**config.mk**
```make
export PLATFORM = sky130hd
export DESIGN_NAME = i2c_control_regs
export DESIGN_NICKNAME = d
export VERILOG_FILES = /design/src/logic/i2c_ctl_pkg.sv /design/src/logic/mode_bits_if.sv /design/src/logic/mode_bits.sv /design/src/logic/i2c_control_regs.sv
export SDC_FILE = /design/constraint.sdc
export NUM_CORES = 1
export LEC_CHECK = 0
export BUFFER_PORTS_ARGS = -buffer_cell sky130_fd_sc_hd__buf_2
export CAP_MARGIN = 20
export CORE_MARGIN = 2
export CORE_UTILIZATION = 49
export CTS_CLUSTER_DIAMETER = 80
export CTS_CLUSTER_SIZE = 28
export DETAILED_ROUTE_END_ITERATION = 16
export GPL_ROUTABILITY_DRIVEN = 0
export PLACE_DENSITY = 0.84
export RECOVER_POWER = 50
export SKIP_CTS_REPAIR_TIMING = 1
export SYNTH_ARGS = -nofsm -noshare
export SYNTH_HDL_FRONTEND = slang
export SYNTH_SLANG_ARGS = --single-unit
```
**constraint.sdc**
```tcl
create_clock -name sys_clk_in -period 1.75 [get_ports sys_clk_in]
set_clock_uncertainty 0.1 [all_clocks]
set_input_delay 0.2625 -clock sys_clk_in [delete_from_list [all_inputs] [get_ports sys_clk_in]]
set_output_delay 0.2625 -clock sys_clk_in [all_outputs]
set_load 0.02 [all_outputs]
```
**src/logic/i2c_ctl_pkg.sv**
```systemverilog
// Shared constants and types for the bus interface control register block
package i2c_ctl_pkg;
  // Byte offsets of the word registers on the register bus
  localparam logic [4:0] OFF_CTRL = 5'h00;
  localparam logic [4:0] OFF_STAT = 5'h04;
  localparam logic [4:0] OFF_MASK = 5'h08;
  localparam logic [4:0] OFF_SADDR = 5'h0c;
  localparam logic [4:0] OFF_SADDR2 = 5'h10;
  localparam logic [4:0] OFF_MODE = 5'h14;
  localparam logic [4:0] OFF_DATA = 5'h18;
  // Control register field positions
  localparam int BIT_ENABLE = 7;
  localparam int BIT_IRQ_EN = 6;
  localparam int BIT_MST = 5;
  localparam int BIT_TRS = 4;
  localparam int BIT_ACK_DECISION_ENABLE = 3;
  // Status register field positions
  localparam int EV_ARB = 0;
  localparam int EV_MATCH = 1;
  localparam int EV_DONE = 2;
  localparam int BIT_RECEIVED_ACK_STATUS = 3;
  localparam int NUM_EV = 3;
  // Values after reset
  localparam logic [7:0] CTRL_RST = 8'h00;
  localparam logic [2:0] MASK_RST = 3'h0;
  localparam logic [7:0] BYTE_RST = 8'h00;
  // Operating modes chosen by the master and transmit select pair
  typedef enum logic [1:0] {
    SLV_RX = 2'b00,
    SLV_TX = 2'b01,
    MST_RX = 2'b10,
    MST_TX = 2'b11
  } op_mode_t;
endpackage

```
**src/logic/mode_bits_if.sv**
```systemverilog
// Carrier between the register front end and the mode bit keeper
`timescale 1ns/1ps
interface mode_bits_if;
  logic sw_wr;
  logic sw_rd;
  logic [1:0] wdata;
  logic arb_lost;
  logic match;
  logic rw_bit;
  logic busy;
  logic done;
  logic init;
  logic master_select;
  logic transmit_select;
  logic pend;
  modport owner (input sw_wr, sw_rd, wdata, arb_lost, match, rw_bit, busy, done, init,
    output master_select, transmit_select, pend);
  modport user (output sw_wr, sw_rd, wdata, arb_lost, match, rw_bit, busy, done, init,
    input master_select, transmit_select, pend);
endinterface

```
**src/logic/mode_bits.sv**
```systemverilog
// Master select and transmit select bits with their hardware updates
`timescale 1ns/1ps
module mode_bits
  import i2c_ctl_pkg::*;
(
  input wire logic sys_clk_in,
  input wire logic sys_rst_in,
  mode_bits_if.owner mb
);
  logic mst_reg, trs_reg, mlock_reg, tlock_reg, hlock_reg, seen0m_reg, seen0t_reg, seen1t_reg;
  logic pend_reg, pval_reg;

  // Hardware events; arbitration loss wins over everything
  wire hw_clr = mb.arb_lost & mst_reg;
  wire hw_set = mb.match & ~mst_reg & ~trs_reg & mb.rw_bit & ~hw_clr;
  // Software writes permitted after a hardware change only past a confirming read
  wire m_ok = ~mlock_reg | seen0m_reg;
  wire t_ok = mb.wdata[0] ? (~tlock_reg | seen0t_reg) : (~hlock_reg | seen1t_reg);
  wire m_wr1 = mb.sw_wr & mb.wdata[1] & m_ok;
  wire t_wr = mb.sw_wr & t_ok;
  // Direction change waits for the running transfer to finish
  wire t_now = t_wr & ~mb.busy;
  wire t_defer = t_wr & mb.busy;
  wire p_apply = pend_reg & mb.done & ~mb.busy;

  wire mst_next = hw_clr ? 1'b0 : m_wr1 ? 1'b1 : (mb.sw_wr & ~mb.wdata[1]) ? 1'b0 : mst_reg;
  wire trs_next = hw_clr ? 1'b0 : hw_set ? 1'b1 : t_now ? mb.wdata[0] :
    p_apply ? pval_reg : trs_reg;
  wire mlock_next = hw_clr | (mlock_reg & ~m_wr1);
  wire tlock_next = hw_clr | (tlock_reg & ~(t_wr & mb.wdata[0]));
  wire hlock_next = ~hw_clr & (hw_set | (hlock_reg & ~(t_wr & ~mb.wdata[0])));
  wire seen0m_next = mlock_next & ~hw_clr & (seen0m_reg | (mb.sw_rd & ~mst_reg));
  wire seen0t_next = tlock_next & ~hw_clr & (seen0t_reg | (mb.sw_rd & ~trs_reg));
  wire seen1t_next = hlock_next & ~hw_set & (seen1t_reg | (mb.sw_rd & trs_reg));
  wire pend_next = ~hw_clr & ~p_apply & (pend_reg | t_defer);

  // Mode bits hold through a disable; only the tracking state is initialised
  always_ff @(posedge sys_clk_in) begin
    if (sys_rst_in) begin
      mst_reg <= 1'b0;
      trs_reg <= 1'b0;
    end else begin
      mst_reg <= mst_next;
      trs_reg <= trs_next;
    end
  end

  // Locks, confirming reads and the deferred direction
  always_ff @(posedge sys_clk_in) begin
    if (sys_rst_in || mb.init) begin
      {mlock_reg, tlock_reg, hlock_reg} <= 3'h0;
      {seen0m_reg, seen0t_reg, seen1t_reg} <= 3'h0;
      pend_reg <= 1'b0;
      pval_reg <= 1'b0;
    end else begin
      {mlock_reg, tlock_reg, hlock_reg} <= {mlock_next, tlock_next, hlock_next};
      {seen0m_reg, seen0t_reg, seen1t_reg} <= {seen0m_next, seen0t_next, seen1t_next};
      pend_reg <= pend_next;
      pval_reg <= t_defer ? mb.wdata[0] : pval_reg;
    end
  end

  assign mb.master_select = mst_reg;
  assign mb.transmit_select = trs_reg;
  assign mb.pend = pend_reg;

  ////////////////////////////////////////////////////////////////////////////
  // Checks
  property p_relock_mst;
    @(posedge sys_clk_in) disable iff (sys_rst_in)
    mlock_reg && !seen0m_reg && mb.sw_wr && mb.wdata[1] && !mb.arb_lost && !mb.init
      |=> !mst_reg;
  endproperty
  a_relock_mst: assert property (p_relock_mst) else $error("master select set without read");

  property p_hwset_hold;
    @(posedge sys_clk_in) disable iff (sys_rst_in)
    hlock_reg && !seen1t_reg && trs_reg && !pend_reg && mb.sw_wr && !mb.wdata[0] &&
      !mb.arb_lost && !mb.init |=> trs_reg;
  endproperty
  a_hwset_hold: assert property (p_hwset_hold) else $error("transmit select cleared early");
endmodule

```
**src/logic/i2c_control_regs.sv**
```systemverilog
// Control register block of the two-wire bus interface with its register bus slave
//
// Overview of operation
// - Enable at 0 halts the interface, initialises state; slave addresses stay reachable.
// - Enable at 1 connects the pins, lets the bus be driven, opens mode and data.
// - Interrupt enable gates interface requests to the CPU; 0 blocks, 1 passes.
// - Master and transmit select pick slave rx, slave tx, master rx, master tx.
// - Arbitration loss as master clears both master and transmit select.
// - In slave receive, address match with read bit 1 sets transmit select.
// - Transmit select written during a transfer takes effect once it completes.
// - Master select follows writes; after arbitration loss, set only after reading 0.
// - Hardware set transmit select clears after reading 1; after loss, set after reading 0.
// - Acknowledge decision 0 ignores received acknowledge; acknowledge status reads 0.
// - Acknowledge decision 1 stops continuous transfer on a received acknowledge of 1.
//
// Our own choices: the register addresses and the Avalon-MM slave port.
`timescale 1ns/1ps
module i2c_control_regs
  import i2c_ctl_pkg::*;
(
  input wire logic sys_clk_in,
  input wire logic sys_rst_in,
  input wire logic [4:0] avs_address_in,
  input wire logic avs_read_in,
  input wire logic avs_write_in,
  input wire logic [31:0] avs_writedata_in,
  input wire logic [3:0] avs_byteenable_in,
  output logic [31:0] avs_readdata_out,
  output logic avs_waitrequest_out,
  input wire logic eng_arb_lost_in,
  input wire logic eng_addr_match_in,
  input wire logic eng_rw_bit_in,
  input wire logic eng_busy_in,
  input wire logic eng_done_in,
  input wire logic eng_ack_valid_in,
  input wire logic eng_rx_ack_in,
  input wire logic eng_scl_low_in,
  input wire logic eng_sda_low_in,
  input wire logic scl_pin_in,
  input wire logic sda_pin_in,
  output logic scl_out,
  output logic scl_oe_out,
  output logic sda_out,
  output logic sda_oe_out,
  output logic scl_sync_out,
  output logic sda_sync_out,
  output logic engine_run_out,
  output logic engine_init_out,
  output logic [1:0] op_mode_out,
  output logic ack_decision_out,
  output logic stop_xfer_out,
  output logic [7:0] slave_addr_out,
  output logic [7:0] second_slave_addr_out,
  output logic [7:0] mode_out,
  output logic [7:0] tx_data_out,
  output logic irq_out
);
  mode_bits_if mb ();

  logic wait_reg;
  logic [31:0] rdata_reg;
  logic enable_reg, irq_en_reg, ack_decision_enable_reg, received_ack_status_reg;
  logic [NUM_EV-1:0] stat_reg, mask_reg;
  logic [7:0] saddr_reg, saddr2_reg, mode_reg, data_reg;
  logic scl_m_reg, scl_s_reg, sda_m_reg, sda_s_reg;
  logic scl_oe_reg, sda_oe_reg, stop_reg, irq_reg, init_reg, run_reg;
  logic [1:0] op_mode_reg;

  ////////////////////////////////////////////////////////////////////////////
  // Register bus decode

  // One wait cycle per request; the request is taken when waitrequest is seen low
  wire req = avs_read_in | avs_write_in;
  wire accept = req & ~wait_reg;
  wire first = req & wait_reg;
  wire wr = accept & avs_write_in & avs_byteenable_in[0];
  wire rd = accept & avs_read_in;

  // Mode and data registers are only reachable while the interface is enabled
  wire hit_ctrl = avs_address_in == OFF_CTRL;
  wire hit_stat = avs_address_in == OFF_STAT;
  wire hit_mask = avs_address_in == OFF_MASK;
  wire hit_sa = avs_address_in == OFF_SADDR;
  wire hit_sa2 = avs_address_in == OFF_SADDR2;
  wire hit_mode = (avs_address_in == OFF_MODE) & enable_reg;
  wire hit_data = (avs_address_in == OFF_DATA) & enable_reg;
  wire [7:0] wbyte = avs_writedata_in[7:0];

  // Control read image; reserved bits read as zero
  wire [7:0] ctrl_img = {enable_reg, irq_en_reg, mb.master_select, mb.transmit_select, ack_decision_enable_reg, 3'h0};
  wire [7:0] stat_img = {4'h0, received_ack_status_reg, stat_reg};

  // Read multiplexer; unmapped or closed addresses read as zero
  wire [7:0] rbyte = hit_ctrl ? ctrl_img :
    hit_stat ? stat_img :
    hit_mask ? {5'h00, mask_reg} :
    hit_sa ? saddr_reg :
    hit_sa2 ? saddr2_reg :
    hit_mode ? mode_reg :
    hit_data ? data_reg : BYTE_RST;

  // Waitrequest drops for exactly one cycle after a new request appears
  always_ff @(posedge sys_clk_in) begin
    if (sys_rst_in) begin
      wait_reg <= 1'b1;
    end else begin
      wait_reg <= ~first;
    end
  end

  // Read data is captured one edge early so it stands at the taking edge
  always_ff @(posedge sys_clk_in) begin
    if (sys_rst_in) begin
      rdata_reg <= 32'h0000_0000;
    end else if (first && avs_read_in) begin
      rdata_reg <= {24'h00_0000, rbyte};
    end
  end

  ////////////////////////////////////////////////////////////////////////////
  // Control register fields kept here

  wire ctrl_wr = wr & hit_ctrl;

  always_ff @(posedge sys_clk_in) begin
    if (sys_rst_in) begin
      {enable_reg, irq_en_reg} <= CTRL_RST[7:6];
      ack_decision_enable_reg <= CTRL_RST[BIT_ACK_DECISION_ENABLE];
    end else if (ctrl_wr) begin
      enable_reg <= wbyte[BIT_ENABLE];
      irq_en_reg <= wbyte[BIT_IRQ_EN];
      ack_decision_enable_reg <= wbyte[BIT_ACK_DECISION_ENABLE];
    end
  end

  // Address, mode and data storage
  always_ff @(posedge sys_clk_in) begin
    if (sys_rst_in) begin
      {saddr_reg, saddr2_reg} <= {BYTE_RST, BYTE_RST};
      {mode_reg, data_reg} <= {BYTE_RST, BYTE_RST};
    end else begin
      saddr_reg <= (wr && hit_sa) ? wbyte : saddr_reg;
      saddr2_reg <= (wr && hit_sa2) ? wbyte : saddr2_reg;
      mode_reg <= (wr && hit_mode) ? wbyte : mode_reg;
      data_reg <= (wr && hit_data) ? wbyte : data_reg;
    end
  end

  ////////////////////////////////////////////////////////////////////////////
  // Mode bits, shared with the keeper module

  // Engine events count only while the interface runs; a disable drops them
  assign mb.sw_wr = ctrl_wr;
  assign mb.sw_rd = rd & hit_ctrl;
  assign mb.wdata = {wbyte[BIT_MST], wbyte[BIT_TRS]};
  assign mb.arb_lost = eng_arb_lost_in & enable_reg;
  assign mb.match = eng_addr_match_in & enable_reg;
  assign mb.rw_bit = eng_rw_bit_in;
  assign mb.busy = eng_busy_in & enable_reg;
  assign mb.done = eng_done_in & enable_reg;
  assign mb.init = ~enable_reg;

  mode_bits u_mode_bits (
    .sys_clk_in(sys_clk_in),
    .sys_rst_in(sys_rst_in),
    .mb(mb)
  );

  ////////////////////////////////////////////////////////////////////////////
  // Events, acknowledge status and the interrupt

  wire [NUM_EV-1:0] events = {mb.done, mb.match, mb.arb_lost & mb.master_select};
  // Only the bits a read actually returned are cleared; a new event wins
  wire [NUM_EV-1:0] rd_clr = (rd && hit_stat) ? rdata_reg[NUM_EV-1:0] : '0;
  wire [NUM_EV-1:0] stat_next = (stat_reg & ~rd_clr) | events;
  // Acknowledge ignored and status forced low while the decision is off
  wire received_ack_status_next = ~ack_decision_enable_reg ? 1'b0 : (eng_ack_valid_in & enable_reg) ? eng_rx_ack_in :
    received_ack_status_reg;
  wire stop_next = eng_ack_valid_in & enable_reg & ack_decision_enable_reg & eng_rx_ack_in;
  wire irq_next = irq_en_reg & |(stat_reg & mask_reg);

  always_ff @(posedge sys_clk_in) begin
    if (sys_rst_in) begin
      stat_reg <= '0;
      mask_reg <= MASK_RST;
      received_ack_status_reg <= 1'b0;
    end else begin
      stat_reg <= stat_next;
      mask_reg <= (wr && hit_mask) ? wbyte[NUM_EV-1:0] : mask_reg;
      received_ack_status_reg <= received_ack_status_next;
    end
  end

  // Stop pulse and interrupt level
  always_ff @(posedge sys_clk_in) begin
    if (sys_rst_in) begin
      stop_reg <= 1'b0;
      irq_reg <= 1'b0;
    end else begin
      stop_reg <= stop_next;
      irq_reg <= irq_next;
    end
  end

  ////////////////////////////////////////////////////////////////////////////
  // Pins and engine controls

  // Two-flop synchronisers; only the second stage is read
  always_ff @(posedge sys_clk_in) begin
    if (sys_rst_in) begin
      {scl_m_reg, scl_s_reg, sda_m_reg, sda_s_reg} <= 4'hf;
    end else begin
      {scl_m_reg, sda_m_reg} <= {scl_pin_in, sda_pin_in};
      {scl_s_reg, sda_s_reg} <= {scl_m_reg, sda_m_reg};
    end
  end

  // Open-drain drive only while enabled; a disabled block releases the bus
  // Init keeps its own flop so that the output leaves a register, not an inverter
  always_ff @(posedge sys_clk_in) begin
    if (sys_rst_in) begin
      {scl_oe_reg, sda_oe_reg} <= 2'h0;
      init_reg <= 1'b1;
      run_reg <= 1'b0;
      op_mode_reg <= SLV_RX;
    end else begin
      scl_oe_reg <= enable_reg & eng_scl_low_in;
      sda_oe_reg <= enable_reg & eng_sda_low_in;
      init_reg <= ~enable_reg;
      run_reg <= enable_reg;
      op_mode_reg <= {mb.master_select, mb.transmit_select};
    end
  end

  assign avs_readdata_out = rdata_reg;
  assign avs_waitrequest_out = wait_reg;
  assign scl_out = 1'b0;
  assign sda_out = 1'b0;
  assign scl_oe_out = scl_oe_reg;
  assign sda_oe_out = sda_oe_reg;
  assign scl_sync_out = scl_s_reg;
  assign sda_sync_out = sda_s_reg;
  assign engine_run_out = run_reg;
  assign engine_init_out = init_reg;
  assign op_mode_out = op_mode_reg;
  assign ack_decision_out = ack_decision_enable_reg;
  assign stop_xfer_out = stop_reg;
  assign slave_addr_out = saddr_reg;
  assign second_slave_addr_out = saddr2_reg;
  assign mode_out = mode_reg;
  assign tx_data_out = data_reg;
  assign irq_out = irq_reg;

  ////////////////////////////////////////////////////////////////////////////
  // Checks

  property p_off_release;
    @(posedge sys_clk_in) disable iff (sys_rst_in)
    !enable_reg |=> !scl_oe_out && !sda_oe_out && engine_init_out;
  endproperty
  a_off_release: assert property (p_off_release) else $error("bus driven while off");

  property p_on_drive;
    @(posedge sys_clk_in) disable iff (sys_rst_in)
    enable_reg && eng_sda_low_in |=> sda_oe_out;
  endproperty
  a_on_drive: assert property (p_on_drive) else $error("enabled block not driving");

  property p_irq_gate;
    @(posedge sys_clk_in) disable iff (sys_rst_in)
    irq_out |-> $past(irq_en_reg) && $past(|(stat_reg & mask_reg));
  endproperty
  a_irq_gate: assert property (p_irq_gate) else $error("interrupt not gated");

  property p_mode_mt;
    @(posedge sys_clk_in) disable iff (sys_rst_in)
    (ctrl_wr && wbyte[5:4] == 2'b11 && !eng_busy_in && !mb.arb_lost && !mb.match)
      ##1 (mb.master_select && mb.transmit_select) |=> op_mode_out == MST_TX;
  endproperty
  a_mode_mt: assert property (p_mode_mt) else $error("mode not master transmit");

  property p_arb_clear;
    @(posedge sys_clk_in) disable iff (sys_rst_in)
    mb.arb_lost && mb.master_select |=> !mb.master_select && !mb.transmit_select ##1 op_mode_out == SLV_RX;
  endproperty
  a_arb_clear: assert property (p_arb_clear) else $error("arbitration loss not cleared");

  property p_match_tx;
    @(posedge sys_clk_in) disable iff (sys_rst_in)
    mb.match && !mb.master_select && !mb.transmit_select && eng_rw_bit_in && !mb.arb_lost |=> mb.transmit_select;
  endproperty
  a_match_tx: assert property (p_match_tx) else $error("address match left receive");

  property p_defer;
    @(posedge sys_clk_in) disable iff (sys_rst_in)
    ctrl_wr && mb.busy && !mb.match && !mb.arb_lost && !mb.done |=> $stable(mb.transmit_select);
  endproperty
  a_defer: assert property (p_defer) else $error("direction changed mid transfer");

  property p_received_ack_status_zero;
    @(posedge sys_clk_in) disable iff (sys_rst_in)
    !ack_decision_enable_reg |=> !received_ack_status_reg && !stop_xfer_out;
  endproperty
  a_received_ack_status_zero: assert property (p_received_ack_status_zero) else $error("acknowledge not ignored");

  property p_ack_stop;
    @(posedge sys_clk_in) disable iff (sys_rst_in)
    eng_ack_valid_in && eng_rx_ack_in && ack_decision_enable_reg && enable_reg |=> stop_xfer_out && received_ack_status_reg;
  endproperty
  a_ack_stop: assert property (p_ack_stop) else $error("no stop on negative acknowledge");

  // Engine controls, interrupt gate, acknowledge capture and the pending direction
  property p_run_follow;
    @(posedge sys_clk_in) disable iff (sys_rst_in)
    enable_reg |=> engine_run_out && !engine_init_out;
  endproperty
  a_run_follow: assert property (p_run_follow) else $error("engine not released");

  property p_irq_block;
    @(posedge sys_clk_in) disable iff (sys_rst_in)
    !irq_en_reg |=> !irq_out;
  endproperty
  a_irq_block: assert property (p_irq_block) else $error("irq passed while blocked");

  property p_received_ack_status_capture;
    @(posedge sys_clk_in) disable iff (sys_rst_in)
    ack_decision_enable_reg && enable_reg && eng_ack_valid_in |=> received_ack_status_reg == $past(eng_rx_ack_in);
  endproperty
  a_received_ack_status_capture: assert property (p_received_ack_status_capture) else $error("ack status not taken");

  property p_pend_apply;
    @(posedge sys_clk_in) disable iff (sys_rst_in)
    mb.pend && mb.done && !mb.busy |=> !mb.pend;
  endproperty
  a_pend_apply: assert property (p_pend_apply) else $error("direction not applied");

  property p_init_drop;
    @(posedge sys_clk_in) disable iff (sys_rst_in)
    mb.init |=> !mb.pend;
  endproperty
  a_init_drop: assert property (p_init_drop) else $error("pending kept while off");

  // Main scenarios the bench should reach
  c_arb: cover property (@(posedge sys_clk_in) mb.arb_lost && mb.master_select);
  c_match: cover property (@(posedge sys_clk_in) mb.match && eng_rw_bit_in && !mb.master_select);
  c_defer: cover property (@(posedge sys_clk_in) mb.pend ##[1:50] !mb.pend);
  c_irq: cover property (@(posedge sys_clk_in) $rose(irq_out));
endmodule

```
==> After elaboration in Yosys (flattened, before gate mapping) <==
Index checks and enable logic that the tools add are counted.
{ "op_classes": {"eq_ne": 6, "mux": 14, "bitwise": 82, "n_reduce_logical": 14} }
{ "ops": {"columns": ["op", "count"], "rows": [
  ["8-bit two-way mux", 7],
  ["1-bit AND", 49],
  ["1-bit NOT", 18],
  ["5-bit equality test, second input constant", 3],
  ["1-bit bitwise OR", 11],
  ["5-bit by 4-bit equality test with 1-bit output, second input constant", 2],
  ["1-bit logical AND", 7],
  ["3-bit AND", 2],
  ["1-bit two-way mux", 6],
  ["5-bit by 3-bit equality test with 1-bit output, second input constant", 1],
  ["5-bit logical NOT", 1],
  ["2-bit OR reduction", 2],
  ["3-bit two-way mux", 1],
  ["3-bit NOT", 1],
  ["3-bit bitwise OR", 1],
  ["3-bit nonzero test", 1],
  ["3-bit OR reduction", 1],
  ["2-bit nonzero test", 1],
  ["1-bit logical OR", 1]
]} }
{ "word_totals": {"register_bits": 73, "inputBits": 56, "out_inout_bits": 78, "word_cells": 149} }

==> Longest topological paths before layout <==
{ "depth": {"word_depth": 13, "ltp_mapped": 6} }

==> By module <==
From an unflattened synthesis, not the netlist that was laid out.
{ "unflattened": {"hier_cells": 377, "area_unflattened_um2": 3455.8} }
{ "modules_own_cells": {"columns": ["module", "n_inst", "cells_per_inst", "area_each_um2", "seq_area_each_um2"], "rows": [
  ["i2c_control_regs", 1, 317, 2985.4, 1261.2],
  ["mode_bits", 1, 60, 470.5, 200.2]
]} }

==> Worst setup path after synthesis <==
No wires, ideal clock.
{ "synth_path": {"path_type": "reg2reg", "startpoint": "register wait_reg, in the netlist avs_waitrequest_out", "endpoint": "register mode_reg[4], in the netlist mode_out[4]", "setup_ns": 0.128, "arrival_ns": 1.347, "path_slack_ns": 0.175, "path_stages_with_launch": 7, "n_path_buf": 2, "period_less_slack_ns": 1.575, "cell_sequence": "dfxtp_1 > and3b_1 > clkbuf_2 > and4_1 > buf_4 > mux2i_1 > nor2_1"} }
{ "synth_via": {"elab_chain_cells": 5} }
{ "synth_lines": {"columns": ["element", "line", "source"], "rows": [
  ["start, declared", "i2c_control_regs.sv:60", "logic wait_reg;"],
  ["start signal, assigned", "i2c_control_regs.sv:107", "wait_reg <= ~first;"],
  ["1-bit NOT", "i2c_control_regs.sv:74", "wire accept = req & ~wait_reg;"],
  ["1-bit AND", "i2c_control_regs.sv:74", null],
  ["1-bit AND (2 in a row)", "i2c_control_regs.sv:76", "wire wr = accept & avs_write_in & avs_byteenable_in[0];"],
  ["1-bit logical AND", "i2c_control_regs.sv:144", "mode_reg <= (wr && hit_mode) ? wbyte : mode_reg;"],
  ["end signal, assigned", "i2c_control_regs.sv:140", "{mode_reg, data_reg} <= {BYTE_RST, BYTE_RST};"],
  ["end signal, assigned", "i2c_control_regs.sv:144", null],
  ["end, declared", "i2c_control_regs.sv:64", "logic [7:0] saddr_reg, saddr2_reg, mode_reg, data_reg;"]
]} }
Every way passes these cells.
A chain may end at the register's enable or synchronous reset.

==> Worst setup path after layout <==
{ "layout_path": {"startpoint": "register enable_reg", "endpoint": "register data_reg[3], in the netlist tx_data_out[3]"} }
{ "layout_via": {"elab_chain_cells": 2} }
{ "layout_lines": {"columns": ["element", "line", "source"], "rows": [
  ["start, declared", "i2c_control_regs.sv:62", "logic enable_reg, irq_en_reg, ack_decision_enable_reg, received_ack_status_reg;"],
  ["start signal, assigned", "i2c_control_regs.sv:127", "{enable_reg, irq_en_reg} <= CTRL_RST[7:6];"],
  ["start signal, assigned", "i2c_control_regs.sv:130", "enable_reg <= wbyte[BIT_ENABLE];"],
  ["1-bit AND", "i2c_control_regs.sv:86", "wire hit_data = (avs_address_in == OFF_DATA) & enable_reg;"],
  ["1-bit logical AND", "i2c_control_regs.sv:145", "data_reg <= (wr && hit_data) ? wbyte : data_reg;"],
  ["end signal, assigned", "i2c_control_regs.sv:140", null],
  ["end signal, assigned", "i2c_control_regs.sv:145", null],
  ["end, declared", "i2c_control_regs.sv:64", null]
]} }
Every way passes these cells.

==> key figures <==
Status
  • Outcome: finished with violations
  • Violated checks: negative hold slack

Die
  • Num rows: 30
  • Die height: 87.4 um
  • IO Pins: 134
  • Core Footprint: 6760 um^2
  • Chip width: 87.4 um
  • Starting utilization of the core area: 0.505
  • Total die area: 7640 um^2

Clock tree
  • Cell at the root of the clock tree: sky130_fd_sc_hd__clkbuf_8
  • CTS H-Tree Depth: 3
  • Insertion delay of the later-clocked pin in the worst-skew pair: 0.35 ns
  • Clock Pin Slew Worst Setup and Hold Paths: 0.08 ns
  • TritonCTS buffer count: 9
  • Maximum number of buffers from clock root to sink: 2
  • TritonCTS clock tree: done
  • CTS sink count: 73

Hold path
  • Worst min-delay path class: in2reg
  • Start point of the worst min-delay path: sda_pin_in

Critical path
  • Arrival time of the worst setup path: 1.79 ns
  • Reg-to-reg critical path startpoint: enable_reg
  • Count of cells along the worst register-to-register path: 4
  • Worst Setup Path Type: reg2reg
  • Critical path data required time: 1.88 ns
  • Worst reg-to-reg setup slack: 0.08 ns
  • Origin of the worst setup path: enable_reg
  • Highest net fanout along the worst path: 8
  • Capturing point of the worst reg2reg path: tx_data_out[3]
  • Nature of the critical path endpoint: flip-flop
  • Last element of the critical path: tx_data_out[3]
  • Kind of start point of the critical path: flip-flop

Logic synthesis
  • #FFs+latches synth: 73
  • Xor-xnor portion of the synthesized cell area: 0
  • Top post-synthesis cells by count: 73 x sky130_fd_sc_hd__dfxtp_1, 44 x sky130_fd_sc_hd__nor2_1, 39 x sky130_fd_sc_hd__mux2i_1
  • Synth top area cells: sky130_fd_sc_hd__dfxtp_1 43%, sky130_fd_sc_hd__mux2i_1 11%, sky130_fd_sc_hd__buf_4 6.6%, sky130_fd_sc_hd__nor2_1 4.8%, sky130_fd_sc_hd__a21oi_1 3.2%
  • Cell type with the highest aggregate area in the netlist: sky130_fd_sc_hd__dfxtp_1
  • Fraction of the yosys area taken by sequential cells: 0.429
  • Cell with the most instances after synthesis: sky130_fd_sc_hd__dfxtp_1
  • Number of flops mapped to enable cells by yosys: 0
  • Fraction of post-synthesis cell area in the top cell type by area: 0.429
  • Synthesized-area fraction occupied by ao, oa, aoi and oai cells: 0.154
  • Fraction of the mapped netlist area in adder cells: 0
  • Number of warnings reported in the yosys synthesis log: 0
  • Mux contribution to synthesized area: 0.124
  • Cell Area, Synth: 3410 um^2
  • Cell count after synthesis: 362
  • Post-Synth Simple-Gate Area: 0.186
  • Per-instance average area after synthesis: 9.42 um^2
  • Main combinational cell family by area after synthesis: simple AND/OR/NAND/NOR gates
  • Fraction of registers with async set/reset: 0
  • Count of different cell masters after synthesis: 53
  • Most frequently used flop master after synthesis: sky130_fd_sc_hd__dfxtp_1

Power
  • Total power: 3260 uW
  • Standby leakage power: 0.00164 uW
  • Cell area power density: 821 nW/um^2
  • Worst IR drop on VDD: 0.579 mV

Job
  • Total of max-cap violations: 0

STA
  • Final hold viol count: 1
  • Final count of pins violating max slew: 0
  • Worst rel slew slack: 0.647
  • Least-Margin Pin Slew: 0.530 ns
  • Setup TNS Final: 0 ns
  • Share of the clock period used by the worst path after layout: 0.952
  • Final Critical Period: 1.67 ns
  • Post-Route Hold Slack: -0.00216 ns
  • Final setup fails: 0
  • Unrepaired setup endpoints after global routing: false
  • Maximum operating frequency: 600 MHz

Layout
  • Number of nets in the layout: 506
  • Area delta synth->final: 16.6%
  • Final cell area excluding filler cells: 3980 um^2
  • Share of the core filled with cells: 0.588
  • Share of cells above drive strength 1: 0.181
  • Inserted Diodes: 0

Placed design
  • Count of port buffers added during placement: 80
  • Placement Cell Area: 3850 um^2
  • Detailed Place HPWL: 6.25 mm

Drt
  • Total routed wirelength: 8.71 mm
  • Remaining routing DRC violations: 0
  • Initial detailed-routing violation count: 209
  • Vias after detailed routing: 3023
  • Remaining antenna violation count after routing: 0
  • Via density: 5.66
  • Routed WL per cell: 16.3 um
  • Drt first pass iters: 5

Global route
  • Global-route wire length before repair: 13.8 mm
  • GRT Overall Usage: 0.233
  • Largest net degree at the start of global routing: 51
  • Number of antenna violations at the first check in global routing: 0
  • Via count of the first global-routing pass: 2841
  • Sum of overflow across all layers after global routing: 0
==> metrics by stage <==
step	hold slack, ns	setup slack (ns)	cells
after CTS	-0.0191	0.120	534
after global routing	0.000447	0.00157	534
after detailed placement	0.300	0.0285	519
after floorplan	0.238	0.175	387
final	-0.00216	0.0836	534
after global placement	0.291	0.0523	519
==> layout by cell type (no fill, tap or decap), drive strengths merged, types with 7 or more instances in the layout <==
cell / instances
dfxtp: 73
clkbuf: 63
buf: 47
nor2: 44
mux2i: 39
conb: 26
a21oi: 22
nand2: 17
inv: 12
o21ai: 9
nor2b: 8
a221oi: 7
==> logic make-up (layout without fill, tap and decap cells) <==
group / Yosys count / count (layout)
and+or+nand+nor: 113 / 113
AOI/OAI and AO/OA: 73 / 73
DFF: 73 / 73
buffers and inverters: 60 / 127
muxes: 42 / 42
other: 1 / 26
==> cell type report <==
cell class / count / area, um^2
Tap cell: 80 / 100
Sequential cell: 73 / 1460
Multi-Input combinational cell: 254 / 1680
Timing Repair Buffer: 100 / 492
Clock inverter: 5 / 56.3
Clock buffer: 10 / 138
Inverter: 12 / 45.0
Fill cell: 605 / 2780
==> critical path, stage by stage, from the launching register on <==
cell                      delay (ns)
sky130_fd_sc_hd__dfxtp_1        0.36
sky130_fd_sc_hd__nor3b_4        0.28
sky130_fd_sc_hd__nand4_2        0.44
sky130_fd_sc_hd__mux2i_1        0.30
sky130_fd_sc_hd__nor2_1         0.06
==> where the power goes <==
| part | internal (uW) | switching (uW) | total (uW) |
|---|---|---|---|
| Combinational | 74.8 | 191 | 266 |
| Sequential | 1670 | 4.23 | 1670 |
| Clock | 687 | 638 | 1330 |
==> worst min path at each step <==
| stage | end | depth (start not counted) |
|---|---|---|
| after global routing | sda_m_reg | 2 |
| after floorplan | stop_xfer_out | 1 |
| final | sda_m_reg | 2 |
| after detailed placement | sda_sync_out | 1 |
| after CTS | sda_m_reg | 2 |
| after global placement | sda_sync_out | 1 |
==> metal layers <==
| layer | track usage | up-vias | part of all wire |
|---|---|---|---|
| li1 | - | 1420 | - |
| met1 | 0.299 | 1417 | 0.43 |
| met2 | 0.361 | 159 | 0.46 |
| met3 | 0.0550 | 27 | 0.074 |
| met4 | 0.126 | 0 | 0.031 |
| met5 | 0 | - | 0 |
Power figures use the tool's default switching activity.
